## config.mk

```make
export PLATFORM = sky130hd
export DESIGN_NAME = pmv_top
export DESIGN_NICKNAME = d
export VERILOG_FILES = /design/src/core/pmv_pkg.sv /design/src/core/pmv_isqrt.sv /design/src/core/pmv_top.sv
export SDC_FILE = /design/constraint.sdc
export NUM_CORES = 2
export LEC_CHECK = 0
export ABC_AREA = 1
export BUFFER_PORTS_ARGS = -buffer_cell sky130_fd_sc_hd__buf_2
export CORE_MARGIN = 4
export CORE_UTILIZATION = 40
export CTS_CLUSTER_SIZE = 8
export DETAILED_ROUTE_END_ITERATION = 7
export PLACE_DENSITY = 0.64
export SETUP_SLACK_MARGIN = 0.2
export SYNTH_ARGS = -nofsm -noshare
export SYNTH_HDL_FRONTEND = slang
export SYNTH_SLANG_ARGS = --single-unit
export TNS_END_PERCENT = 30
```

## constraint.sdc

```tcl
create_clock -name clk -period 15.6 [get_ports clk]
set_clock_uncertainty 0.15 [all_clocks]
set_input_delay 3.9 -clock clk [delete_from_list [all_inputs] [get_ports clk]]
set_output_delay 3.9 -clock clk [all_outputs]
set_load 0.01 [all_outputs]
```

## src/core/pmv_pkg.sv

```systemverilog
/*
 pmv_pkg: constants, state codes and word-packing helpers for the per-phase
 absolute-mean and voltage rms block. Assumes an 8 kHz sample rate and a
 200 MHz system clock.
*/
package pmv_pkg;
   // widths of samples, results and held offsets
   localparam int SMP_W     = 24;
   localparam int MAV_W     = 20;
   localparam int RMS_W     = 24;
   localparam int OFS_W     = 28;
   localparam int WORD_W    = 32;
   localparam int N_PH      = 3;
   localparam int RAD_W     = 50;
   localparam int ROOT_W    = 25;
   // absolute-mean scaling: gain / 2^shift brings full scale near 209,686
   localparam int MAV_GAIN       = 3641;
   localparam int MAV_GAIN_SHIFT = 16;
   // offset term weight is 2^7 = 128
   localparam int OFS_SCALE_SHIFT = 7;
   // low-ripple averaging window
   localparam int SAMPLE_RATE_HZ = 8000;
   localparam int LRIP_PERIOD_MS = 1024;
   localparam int LRIP_SAMPLES   = LRIP_PERIOD_MS * SAMPLE_RATE_HZ / 1000;
   localparam int LRIP_LOG2      = $clog2(LRIP_SAMPLES);
   // wiring selection code for three-wire delta
   localparam logic [1:0] WIRING_DELTA = 2'h1;
   localparam logic [RMS_W-1:0] RMS_SAT = 24'h7FFFFF;

   typedef enum logic [3:0] {
      PMV_IDLE  = 4'h1,
      PMV_CALC  = 4'h2,
      PMV_ROOT  = 4'h4,
      PMV_STORE = 4'h8
   } pmv_state_t;

   // 20-bit unsigned value as a 32-bit word, upper twelve bits zero
   function automatic logic [WORD_W-1:0] pmv_word_u20(input logic [MAV_W-1:0] v);
      pmv_word_u20 = {{(WORD_W-MAV_W){1'b0}}, v};
   endfunction : pmv_word_u20

   // 24-bit value as a 32-bit word, upper eight bits zero
   function automatic logic [WORD_W-1:0] pmv_word_s24(input logic [RMS_W-1:0] v);
      pmv_word_s24 = {{(WORD_W-RMS_W){1'b0}}, v};
   endfunction : pmv_word_s24
endpackage : pmv_pkg

```

## src/core/pmv_isqrt.sv

```systemverilog
/*
 pmv_isqrt: iterative integer square root, two radicand bits per clock.
 Assumes start is a one-cycle pulse given only while busy is low.
*/
`timescale 1ns/10ps
`default_nettype none
module pmv_isqrt
   import pmv_pkg::*;
(
   input  wire logic              clk,
   input  wire logic              reset_n,
   input  wire logic              start,
   input  wire logic [RAD_W-1:0]  radicand,
   output logic                   busy,
   output logic                   done,
   output logic [ROOT_W-1:0]      root
);
   logic [RAD_W-1:0]   rad_r;
   logic [ROOT_W+1:0]  rem_r;
   logic [ROOT_W-1:0]  root_r;
   logic [4:0]         cnt_r;
   logic               busy_r;
   logic               done_r;
   logic [ROOT_W+1:0]  rem_sh;
   logic [ROOT_W+1:0]  trial;

   // one result bit per step: compare shifted remainder with 4*root+1
   always_comb begin
      rem_sh = {rem_r[ROOT_W-1:0], rad_r[RAD_W-1 -: 2]};
      trial  = {root_r, 2'h1};
   end

   // step counter and datapath
   always_ff @(posedge clk or negedge reset_n) begin
      if (!reset_n) begin
         rad_r  <= '0;
         rem_r  <= '0;
         root_r <= '0;
         cnt_r  <= '0;
         busy_r <= 1'b0;
         done_r <= 1'b0;
      end else begin
         done_r <= 1'b0;
         if (start && !busy_r) begin
            rad_r  <= radicand;
            rem_r  <= '0;
            root_r <= '0;
            cnt_r  <= 5'(ROOT_W - 1);
            busy_r <= 1'b1;
         end else if (busy_r) begin
            rad_r <= {rad_r[RAD_W-3:0], 2'h0};
            if (rem_sh >= trial) begin
               rem_r  <= rem_sh - trial;
               root_r <= {root_r[ROOT_W-2:0], 1'b1};
            end else begin
               rem_r  <= rem_sh;
               root_r <= {root_r[ROOT_W-2:0], 1'b0};
            end
            if (cnt_r == '0) begin
               busy_r <= 1'b0;
               done_r <= 1'b1;
            end
            cnt_r <= cnt_r - 5'h1;
         end
      end
   end

   assign busy = busy_r;
   assign done = done_r;
   assign root = root_r;
endmodule : pmv_isqrt
`default_nettype wire

```

## src/core/pmv_top.sv

```systemverilog
/*
 pmv_top: per-phase current absolute-mean estimate, voltage rms with
 offset term, 1.024 s low-ripple voltage rms, and delta line voltage.
 Assumes sample_valid pulses at 8 kHz from logic on clk, with the six
 sample buses valid in that cycle; offset writes come from the serial
 port logic on the same clock.
*/
`timescale 1ns/10ps
`default_nettype none
// How it works
// RULE1: current high-pass, absolute value, then low-pass
// RULE2: unsigned 20-bit estimate per phase, 8 kHz
// RULE3: estimate only for three phase currents
// RULE4: estimate runs in both power modes
// RULE5: full-scale sine gives about 209,686 / 210,921
// RULE6: estimate read as 32 bits, top twelve zero
// RULE7: estimate settles within 0.5% in 500 ms
// RULE8: host applies its own gain and offset
// RULE9: signed 24-bit voltage rms per phase, 8 kHz
// RULE10: full-scale sine gives 0x3FF6A6
// RULE11: host reads rms at zero crossings
// RULE12: voltage rms settles within 440 ms
// RULE13: voltage rms read as 32 bits, top eight zero
// RULE14: smooth rms is mean of 8192 samples
// RULE15: smooth rms within 99% after 2.048 s
// RULE16: add 128 times offset before root
// RULE17: offset held sign-extended to 28 bits
// RULE18: host calibrates offset at small non-zero voltage
// RULE19: delta wiring zeroes phase B powers
// RULE20: delta puts A-to-C rms in phase B
// RULE21: negative root input clamps to zero
module pmv_top
   import pmv_pkg::*;
#(
   parameter int HPF_SHIFT = 10,
   parameter int MAV_SHIFT = 9,
   parameter int RMS_SHIFT = 9
) (
   input  wire logic                        clk,
   input  wire logic                        reset_n,
   input  wire logic                        sample_valid,
   input  wire logic signed [SMP_W-1:0]     current_a,
   input  wire logic signed [SMP_W-1:0]     current_b,
   input  wire logic signed [SMP_W-1:0]     current_c,
   input  wire logic signed [SMP_W-1:0]     voltage_a,
   input  wire logic signed [SMP_W-1:0]     voltage_b,
   input  wire logic signed [SMP_W-1:0]     voltage_c,
   input  wire logic                        full_power_mode,
   input  wire logic                        reduced_power_mode,
   input  wire logic [1:0]                  wiring_config_select,
   input  wire logic                        offset_wr_en,
   input  wire logic [1:0]                  offset_wr_sel,
   input  wire logic [pmv_pkg::WORD_W-1:0]  offset_wr_data,
   output logic [pmv_pkg::WORD_W-1:0]       phase_a_current_absmean,
   output logic [pmv_pkg::WORD_W-1:0]       phase_b_current_absmean,
   output logic [pmv_pkg::WORD_W-1:0]       phase_c_current_absmean,
   output logic [pmv_pkg::WORD_W-1:0]       phase_a_voltage_rms,
   output logic [pmv_pkg::WORD_W-1:0]       phase_b_voltage_rms,
   output logic [pmv_pkg::WORD_W-1:0]       phase_c_voltage_rms,
   output logic [pmv_pkg::RMS_W-1:0]        phase_a_voltage_rms_smooth,
   output logic [pmv_pkg::RMS_W-1:0]        phase_b_voltage_rms_smooth,
   output logic [pmv_pkg::RMS_W-1:0]        phase_c_voltage_rms_smooth,
   output logic [pmv_pkg::WORD_W-1:0]       phase_a_voltage_rms_offset,
   output logic [pmv_pkg::WORD_W-1:0]       phase_b_voltage_rms_offset,
   output logic [pmv_pkg::WORD_W-1:0]       phase_c_voltage_rms_offset,
   output logic                             phase_b_power_zero,
   output logic                             update_done
);
   localparam int DC_W   = SMP_W + HPF_SHIFT + 1;
   localparam int SCL_W  = MAV_W + 1;
   localparam int MAVA_W = SCL_W + MAV_SHIFT + 1;
   localparam int MSQA_W = RAD_W + RMS_SHIFT + 1;
   localparam int COR_W  = RAD_W + 2;
   localparam int LACC_W = RMS_W + LRIP_LOG2;

   // shifts past these bounds overflow the accumulator widths chosen above
   if (HPF_SHIFT < 1 || HPF_SHIFT > 16 || MAV_SHIFT < 1 || MAV_SHIFT > 16 ||
       RMS_SHIFT < 1 || RMS_SHIFT > 16) begin : g_bad_shift
      $error("pmv_top: filter shift out of range 1..16");
   end

   pmv_state_t                 st_r;
   logic [1:0]                 ch_r;
   logic signed [SMP_W-1:0]    iin_r [N_PH];
   logic signed [SMP_W-1:0]    vin_r [N_PH];
   logic signed [DC_W-1:0]     dc_r [N_PH];
   logic [MAVA_W-1:0]          mava_r [N_PH];
   logic [MSQA_W-1:0]          msqa_r [N_PH];
   logic [MAV_W-1:0]           mav_r [N_PH];
   logic [RMS_W-1:0]           rms_r [N_PH];
   logic [RMS_W-1:0]           smooth_r [N_PH];
   logic signed [OFS_W-1:0]    ofs_r [N_PH];
   logic [LACC_W-1:0]          lacc_r [N_PH];
   logic [LRIP_LOG2-1:0]       lcnt_r;
   logic                       delta_r;
   logic                       upd_r;
   logic                       root_start;
   logic                       root_busy;
   logic                       root_done;
   logic [ROOT_W-1:0]          root_val;
   logic [RAD_W-1:0]           rad_nxt;
   logic [RAD_W-1:0]           rad_r;
   logic signed [SMP_W:0]      hp;
   logic [SMP_W:0]             ab;
   logic [SCL_W-1:0]           scl;
   logic [MAVA_W-1:0]          mava_nxt;
   logic signed [SMP_W:0]      vsel;
   logic [RAD_W-1:0]           sq;
   logic [MSQA_W-1:0]          msqa_nxt;
   logic signed [COR_W-1:0]    corr;
   logic [RMS_W-1:0]           rms_sat;
   logic [LACC_W-1:0]          lacc_sum;

   // per-channel arithmetic, shared by all three phases in turn
   always_comb begin
      // RULE1 dc removal, rectify
      hp  = (SMP_W+1)'(iin_r[ch_r]) - (SMP_W+1)'(dc_r[ch_r] >>> HPF_SHIFT);
      ab  = hp[SMP_W] ? (SMP_W+1)'(-hp) : (SMP_W+1)'(hp);
      // RULE5 gain trims full-scale sine to documented count
      scl = SCL_W'((37'(ab) * 37'(MAV_GAIN)) >> MAV_GAIN_SHIFT);
      // RULE7 one-pole smoothing of rectified current
      mava_nxt = mava_r[ch_r] + MAVA_W'(scl) - (mava_r[ch_r] >> MAV_SHIFT);
      // RULE20 delta wiring feeds A-to-C line voltage to phase B
      if (ch_r == 2'h1 && delta_r)
         vsel = (SMP_W+1)'(vin_r[0]) - (SMP_W+1)'(vin_r[2]);
      else
         vsel = (SMP_W+1)'(vin_r[ch_r]);
      // widen before squaring; a bare product would keep only 25 bits
      sq = unsigned'(RAD_W'(vsel) * RAD_W'(vsel));
      // RULE12 mean-square low-pass sets the settling time
      msqa_nxt = msqa_r[ch_r] + MSQA_W'(sq) - (msqa_r[ch_r] >> RMS_SHIFT);
      // RULE16 offset weighted by 128 joins the mean square
      corr = $signed({2'h0, RAD_W'(msqa_nxt >> RMS_SHIFT)}) +
             ($signed(COR_W'(ofs_r[ch_r])) <<< OFS_SCALE_SHIFT);
      // RULE21 negative sum would give a bogus root
      rad_nxt = corr[COR_W-1] ? '0 : RAD_W'(corr);
      // RULE10 root of mean square of full-scale sine is 0x3FF6A6
      rms_sat = (root_val[ROOT_W-1:RMS_W-1] != '0) ? RMS_SAT : RMS_W'(root_val);
      lacc_sum = lacc_r[ch_r] + LACC_W'(rms_sat);
   end

   // sequencer: one sample set walks the three phases in turn
   always_ff @(posedge clk or negedge reset_n) begin
      if (!reset_n) begin
         st_r <= PMV_IDLE;
         ch_r <= 2'h0;
      end else begin
         unique case (st_r)
            PMV_IDLE: begin
               if (sample_valid) begin
                  st_r <= PMV_CALC;
                  ch_r <= 2'h0;
               end
            end
            PMV_CALC: st_r <= PMV_ROOT;
            PMV_ROOT: begin
               if (root_done)
                  st_r <= PMV_STORE;
            end
            PMV_STORE: begin
               if (ch_r == 2'h2) begin
                  st_r <= PMV_IDLE;
               end else begin
                  st_r <= PMV_CALC;
                  ch_r <= ch_r + 2'h1;
               end
            end
         endcase
      end
   end

   // sample capture; samples arriving mid-walk are dropped, 8 kHz leaves room
   always_ff @(posedge clk or negedge reset_n) begin
      if (!reset_n) begin
         for (int k = 0; k < N_PH; k++) begin
            iin_r[k] <= '0;
            vin_r[k] <= '0;
         end
      end else if (st_r == PMV_IDLE && sample_valid) begin
         iin_r[0] <= current_a;
         iin_r[1] <= current_b;
         iin_r[2] <= current_c;
         vin_r[0] <= voltage_a;
         vin_r[1] <= voltage_b;
         vin_r[2] <= voltage_c;
      end
   end

   // filter state, absolute-mean results
   always_ff @(posedge clk or negedge reset_n) begin
      if (!reset_n) begin
         for (int k = 0; k < N_PH; k++) begin
            dc_r[k]   <= '0;
            mava_r[k] <= '0;
            msqa_r[k] <= '0;
            mav_r[k]  <= '0;
         end
      end else if (st_r == PMV_CALC) begin
         // RULE4 current path ignores the power mode
         // RULE3 only the three phase currents have this path
         dc_r[ch_r]   <= dc_r[ch_r] + DC_W'(hp);
         mava_r[ch_r] <= mava_nxt;
         // RULE2 clamp to unsigned 20 bits
         mav_r[ch_r]  <= (mava_nxt >> MAV_SHIFT) > MAVA_W'({MAV_W{1'b1}}) ?
                         {MAV_W{1'b1}} : MAV_W'(mava_nxt >> MAV_SHIFT);
         if (full_power_mode && !reduced_power_mode)
            msqa_r[ch_r] <= msqa_nxt;
      end
   end

   // root input register and start pulse
   always_ff @(posedge clk or negedge reset_n) begin
      if (!reset_n)
         rad_r <= '0;
      else if (st_r == PMV_CALC)
         rad_r <= rad_nxt;
   end
   assign root_start = (st_r == PMV_ROOT) && !root_busy && !root_done;

   pmv_isqrt u_root (
      .clk      (clk),
      .reset_n  (reset_n),
      .start    (root_start),
      .radicand (rad_r),
      .busy     (root_busy),
      .done     (root_done),
      .root     (root_val)
   );

   // rms results and low-ripple averaging; rms held in reduced power mode
   always_ff @(posedge clk or negedge reset_n) begin
      if (!reset_n) begin
         for (int k = 0; k < N_PH; k++) begin
            rms_r[k]    <= '0;
            smooth_r[k] <= '0;
            lacc_r[k]   <= '0;
         end
      end else if (st_r == PMV_STORE && full_power_mode && !reduced_power_mode) begin
         // RULE9 signed 24-bit result, never above the positive max
         rms_r[ch_r] <= rms_sat;
         // RULE14 window of 8192 sample sets, then reload
         if (lcnt_r == LRIP_LOG2'(LRIP_SAMPLES - 1)) begin
            smooth_r[ch_r] <= RMS_W'(lacc_sum >> LRIP_LOG2);
            lacc_r[ch_r]   <= '0;
         end else begin
            lacc_r[ch_r] <= lacc_sum;
         end
      end
   end

   // RULE15 window count, one per sample set completed in full power mode
   always_ff @(posedge clk or negedge reset_n) begin
      if (!reset_n)
         lcnt_r <= '0;
      else if (st_r == PMV_STORE && ch_r == 2'h2 && full_power_mode && !reduced_power_mode)
         lcnt_r <= lcnt_r + LRIP_LOG2'(1);
   end

   // offset registers, written from the serial port logic
   always_ff @(posedge clk or negedge reset_n) begin
      if (!reset_n) begin
         for (int k = 0; k < N_PH; k++)
            ofs_r[k] <= '0;
      end else if (offset_wr_en && offset_wr_sel != 2'h3) begin
         // RULE17 keep 24 bits, sign-extend to 28
         ofs_r[offset_wr_sel] <= OFS_W'($signed(offset_wr_data[RMS_W-1:0]));
      end
   end

   // wiring flag and update pulse, registered
   always_ff @(posedge clk or negedge reset_n) begin
      if (!reset_n) begin
         delta_r <= 1'b0;
         upd_r   <= 1'b0;
      end else begin
         // RULE19 delta wiring: phase B carries no power
         delta_r <= (wiring_config_select == WIRING_DELTA);
         upd_r   <= (st_r == PMV_STORE) && (ch_r == 2'h2);
      end
   end

   // register words as the serial port returns them
   // RULE6 twelve zero bits above the estimate
   assign phase_a_current_absmean = pmv_word_u20(mav_r[0]);
   assign phase_b_current_absmean = pmv_word_u20(mav_r[1]);
   assign phase_c_current_absmean = pmv_word_u20(mav_r[2]);
   // RULE13 eight zero bits above the rms
   assign phase_a_voltage_rms     = pmv_word_s24(rms_r[0]);
   assign phase_b_voltage_rms     = pmv_word_s24(rms_r[1]);
   assign phase_c_voltage_rms     = pmv_word_s24(rms_r[2]);
   assign phase_a_voltage_rms_smooth = smooth_r[0];
   assign phase_b_voltage_rms_smooth = smooth_r[1];
   assign phase_c_voltage_rms_smooth = smooth_r[2];
   assign phase_a_voltage_rms_offset = {4'h0, ofs_r[0]};
   assign phase_b_voltage_rms_offset = {4'h0, ofs_r[1]};
   assign phase_c_voltage_rms_offset = {4'h0, ofs_r[2]};
   assign phase_b_power_zero = delta_r;
   assign update_done        = upd_r;

   logic [MAV_W-1:0] mav_nxt_view;
   assign mav_nxt_view = (mava_nxt >> MAV_SHIFT) > MAVA_W'({MAV_W{1'b1}}) ?
                         {MAV_W{1'b1}} : MAV_W'(mava_nxt >> MAV_SHIFT);
endmodule : pmv_top
`default_nettype wire

```

Word level (Yosys, flattened, before mapping) --
Index checks and enable logic that the tools add are counted.
Storage, ports and cells: register bits after elaboration 1099, output and inout bits 362, input bits 186
Cells by class: magnitude comparators 6, bitwise gates (word level) 4, reduce and logical (&&, ||, !) cells 25, $mul 2, muxes and demuxes 72, add/sub/neg operators 14, equality and inequality tests 12
Operators with widths (number):
- bitwise mux 180 bit | 1
- 2-to-1 mux 60 bit | 3
- 2-to-1 mux 25 bit | 7
- 2-to-1 mux 50 bit | 3
- bitwise mux 72 bit | 2
- 2-to-1 mux 24 bit | 6
- binary-select mux 60 bit (select 2 bit) | 1
- demux 60 bit (select 2 bit) | 1
- AND 111 bit | 1
- bitwise mux 111 bit | 1
- 2-to-1 mux 111 bit | 1
- 2-to-1 mux 37 bit | 3
- inverter 111 bit | 1
- bitwise mux 105 bit | 1
- 2-to-1 mux 35 bit | 3
- binary-select mux 24 bit (select 2 bit) | 2
- bitwise mux 93 bit | 1
- 2-to-1 mux 31 bit | 3
- bitwise mux 84 bit | 1
- 2-to-1 mux 28 bit | 3
- binary-select mux 37 bit (select 2 bit) | 1
- demux 37 bit (select 2 bit) | 1
- binary-select mux 35 bit (select 2 bit) | 1
- demux 35 bit (select 2 bit) | 1
- other kinds (50) | 86

Depth between registers and ports, before layout --
depth after elaboration 13, depth in mapped cells 72

Hierarchy --
From an unflattened synthesis, not the netlist that was laid out.
Unflattened totals: cells, all modules 11059, area, all modules 89714.8 µm²
By module, submodules not included:
- pmv_top | times used 1, area an instance 83148.5 µm², cells each 10139, sequential area each 24524.8 µm²
- pmv_isqrt | times used 1, area an instance 6566.3 µm², cells each 920, sequential area each 2677.6 µm²

Worst setup path after synthesis --
No wires, ideal clock.
path kind register to register, start point register ch_r[1], end point register rad_r[0], stages on the path, launching flop included 68, clock period less this slack 12356 ps, library setup time 120 ps, path buffers 8, data arrival time 12085 ps, slack 3244 ps, path through dfrtp_1 inv_4 clkbuf_1 clkbuf_1 buf_1 clkbuf_1 ha_1 nand2_1 clkbuf_1 clkbuf_1 o221ai_1 nand2_1 inv_1 clkbuf_1 nand2_1 fa_1 inv_1 fa_1 [... 32 more ...] nand2_2 ha_1 nand2_1 nor2_1 inv_1 nor3_1 nand3_1 o21ai_0 nand3_2 nand3_2 nand2_2 nand2_2 nand2_2 nand3_2 nand2_8 buf_12 nand2_1 o21ai_2
On the way: word-level cells in the longest chain between the ends 10, elaborated cells between the ends (all ways) 18
RTL lines:
- start: declaration | line pmv_top.sv:83 | logic [1:0] ch_r;
- start signal: assignment | line pmv_top.sv:165 | ch_r <= ch_r + 2'h1;
- inverter 2 -> 3 bit (not written as such) | line pmv_top.sv:127, pmv_top.sv:131, pmv_top.sv:134
- binary-select mux 24 bit (select 2 bit) | line pmv_top.sv:127 | vsel = (SMP_W+1)'(vin_r[ch_r]);
- 2-to-1 mux 24 bit (not written as such) (2 in a row) | line pmv_top.sv:127
- 2-to-1 mux 25 bit | line pmv_top.sv:124 | if (ch_r == 2'h1 && delta_r)
- multiplier 25 x 25 -> 50 bit | line pmv_top.sv:129 | sq = unsigned'(RAD_W'(vsel) * RAD_W'(vsel));
- adder 60 x 50 -> 60 bit | line pmv_top.sv:131 | msqa_nxt = msqa_r[ch_r] + MSQA_W'(sq) - (msqa_r[ch_r] >> RMS_SHIFT);
- subtractor 60 x 51 -> 60 bit | line pmv_top.sv:131
- adder 51 x 35 -> 52 bit (*) | line pmv_top.sv:133 | corr = $signed({2'h0, RAD_W'(msqa_nxt >> RMS_SHIFT)}) +
- 2-to-1 mux 50 bit (*) | line pmv_top.sv:136 | rad_nxt = corr[COR_W-1] ? '0 : RAD_W'(corr);
- end signal: assignment | line pmv_top.sv:216 | rad_r <= rad_nxt;
- end: declaration | line pmv_top.sv:102 | logic [RAD_W-1:0] rad_r;
Every way passes the cells marked *; elsewhere a longest branch is shown, timed or not. The select of a mux whose other input is x is not followed. A chain may end at the register's enable or synchronous reset.

Worst setup path in the final report --
start point register vin_r[0] (netlist bit), end point register rad_r[11]
On the way: word-level cells in the longest chain between the ends 9, elaborated cells between the ends (all ways) 10
RTL lines:
- start: declaration | line pmv_top.sv:85 | logic signed [SMP_W-1:0] vin_r [N_PH];
- parallel branches: the longest is 3 deep, another holds subtractor 24 x 24 -> 25 bit
- 2-to-1 mux 25 bit (*) | line pmv_top.sv:124
- multiplier 25 x 25 -> 50 bit (*) | line pmv_top.sv:129
- adder 60 x 50 -> 60 bit (*) | line pmv_top.sv:131
- subtractor 60 x 51 -> 60 bit (*) | line pmv_top.sv:131
- named net msqa_nxt[35] | line pmv_top.sv:109 | logic [MSQA_W-1:0] msqa_nxt;
- adder 51 x 35 -> 52 bit (*) | line pmv_top.sv:133
- 2-to-1 mux 50 bit (*) | line pmv_top.sv:136
Mark *: on every way through the listed nets, which the timed path passes. The select of a mux whose other input is x is not followed.

==> run metrics <==
status=complete, no violations; CP peak stage delay=0.75 ns; CTS tree=yes; Crit path max-delay family=adder cells; Worst R2R Path Depth=64; PortBufs=467; DR vias=72941; Syn. warnings=0; hold path depth=2; fin. max-slew vios=0; Hold Fails Final Rpt=0; clk_lat worst skew=0.81 ns; EDFF count, synth=0; CP Depth=64; WHS Endpoint=u_root.rad_r[43]$_DFFE_PN0P_; path type of the worst min-delay path=reg -> reg; vias per cell=5.25; clock sink count=1087; setup violators final=0; min Tclk post-route=14.52 ns; Worst setup SP type=flip-flop; Worst EP arrival=15.07 ns; top cells by count, synth=1939 x nand2_1, 1773 x inv_1, 1086 x dfrtp_1; Worst setup EP type=flip-flop; die width=479 um; reg2reg end=rad_r[11]$_DFFE_PN0P_; starting density of the core=0.403; Fmax achieved=68.9 MHz; clock-pin slew on the worst setup and hold paths=0.05 ns; Post-CTS Resized=0; GRT Residual Overflow=0; Nets=12381; io pins=548; first-pass GRT wire length=420000 um; vias in the first global route=73828; distinct cell type count after synthesis=79; drt wl/cell=19.2 um; Synth Register Bits=1087; # fillers=21509; Die Span Y=479 um; Mapped Cells=10563; drt pass-1 iters=8; most numerous cell in the Yosys netlist=nand2_1; H-Tree Depth=4; Worst Tran Pin Value=1.32 ns; core area=220000 um^2; max cap viols=0; slowest stage cell, crit path=xnor2_1; hpwl dp=200000 um; GRT Total Usage=0.229; clk root buf=clkbuf_16; Num CTS Buffers=156; cell area after technology mapping=88600 um^2; CP Max Fanout=25; top post-synthesis cells by area=dfrtp_1 31%, fa_1 17%, nand2_1 8.2%, ha_1 7.6%, inv_1 7.5%; Clock Tree Buf Depth=3; reg-to-reg critical path startpoint=vin_r[0]$_DFFE_PN0P_; Worst EP required=16.15 ns; Buffers & Inverters on Critical Path=11; hold path start=rad_r[43]$_DFFE_PN0P_; reg2reg setup slack=1.08 ns; ratio of cells with drive above 1 in the final layout=0.106; largest net degree at the start of global routing=174; die area=229000 um^2; Main synth FF type=dfrtp_1; hold_buf cts=0; setup bufs post-CTS=0; sequential fraction of the synthesis area=0.307; Post-synth ARST share=1.00; area share of the largest cell type after synthesis=0.307; CP Class=reg -> reg; fin crit share=0.931; Detailed Route WL=267000 um; unrepaired setup endpoints after global routing=true; Setup TNS=0 ns; Synth area leader=dfrtp_1; synthesized area per cell=8.38 um^2; row cnt=172; Remaining DRCs=0; Synth-to-Final Area Change=10.8%; post-route ant nets=0; most used cell, CP=nand2_1; Rel. slew slack=0.109; placer congestion estimate=0.952; initial antenna violation count=14; 1st-iter DRT viols=5825
## flip-flops by register name, indices dropped and copies added (netlist names), 25 cells and up
name / count
dc_r: 105
vin_r: 72
u_root.rem_r: 25
msqa_r: 180
iin_r: 72
rad_r: 50
mava_r: 93
u_root.rad_r: 50
lacc_r: 111
u_root.root: 25
## worst register-to-register path, delay by kind of cell, from the launching register on
kind	cells	cell delay, ns
AOI/OAI and AO/OA	14	2.66
xor gates and xnor gates	3	1.14
adders and majority gates	13	6.01
buffers and inverters	11	1.07
DFF	1	0.40
and+or+nand+nor	23	3.00
## layout by cell type, fill, tap and decap left out, types with 33 or more instances in the layout
cell type and instances:
xor2_1 179, inv_1 1766, a32oi_1 37, o211ai_1 42, o21bai_1 38, buf_4 99, conb_1 73, ha_1 539
o21ai_1 33, fa_1 761, nand3_2 56, nand3_1 250, xnor2_1 144, nor2_1 782, or2_2 96, dfrtp_1 1084
mux2_2 119, buf_2 466, o221ai_1 51, o21a_1 128, a21oi_1 525, a31oi_1 103, nand2_1 1937, nor3_1 47
o21ai_0 928, o22ai_1 96, nand4_1 43, clkbuf_16 157
## worst max path at each step
stage | endpoint | from | slack (ns)
3_5_place_dp | rad_r[0]$_DFFE_PN0P_ | ch_r[0]$_DFFE_PN0P_ | 0.98
3_3_place_gp | rad_r[0]$_DFFE_PN0P_ | vin_r[54]$_DFFE_PN0P_ | 1.04
2_1_floorplan | rad_r[0]$_DFFE_PN0P_ | ch_r[1]$_DFFE_PN0P_ | 3.24
6_report | rad_r[11]$_DFFE_PN0P_ | vin_r[0]$_DFFE_PN0P_ | 1.08
4_1_cts | rad_r[23]$_DFFE_PN0P_ | ch_r[0]$_DFFE_PN0P_ | 0.86
5_1_grt | rad_r[11]$_DFFE_PN0P_ | vin_r[0]$_DFFE_PN0P_ | 0.18
## layer usage
metal | GRT usage | up-vias | part of all wire
li1 | - | 34189 | -
met3 | 0.0396 | 401 | 0.066
met5 | 0 | - | 0.00019
met1 | 0.321 | 36003 | 0.45
met4 | 0.0622 | 8 | 0.027
met2 | 0.368 | 2340 | 0.46
## area by class of cell
type / instances / area (um^2) / share of cell area
Multi-Input combinational cell: 7274 / 52800 / 0.538
Sequential cell: 1087 / 27200 / 0.277
Inverter: 1802 / 6780 / 0.0691
Clock buffer: 174 / 4000 / 0.0408
Tap cell: 2958 / 3700 / 0.0377
Timing Repair Buffer: 574 / 3250 / 0.0331
Clock inverter: 18 / 394 / 0.00402
Antenna cell: 6 / 15.0 / 0.000153
## per-stage QoR
step	setup WS (ns)	instances	utilization	area (um^2)	hold slack, ns
after floorplan	3.24	10635	-	88800	0.287
after global placement	1.04	13694	0.426	93700	0.298
after detailed placement	0.977	13694	0.426	93700	0.304
after CTS	0.865	13886	0.446	98100	0.315
after global routing	0.181	13889	0.446	98100	0.332
final	1.08	13893	0.446	98200	0.314
## kinds of logic after synthesis
| family | Yosys count | share of synthesized area |
|---|---|---|
| xor gates and xnor gates | 330 | 0.0328 |
| AOI/OAI and AO/OA | 2131 | 0.139 |
| muxes | 119 | 0.0151 |
| buffers and inverters | 2275 | 0.102 |
| and+or+nand+nor | 3320 | 0.156 |
| DFF | 1087 | 0.307 |
| adders and majority gates | 1300 | 0.248 |
| other | 1 | 0.0000423 |
Power is not shown: default switching activity piles up to over one toggle a cycle in this logic, so the estimate is an artifact.
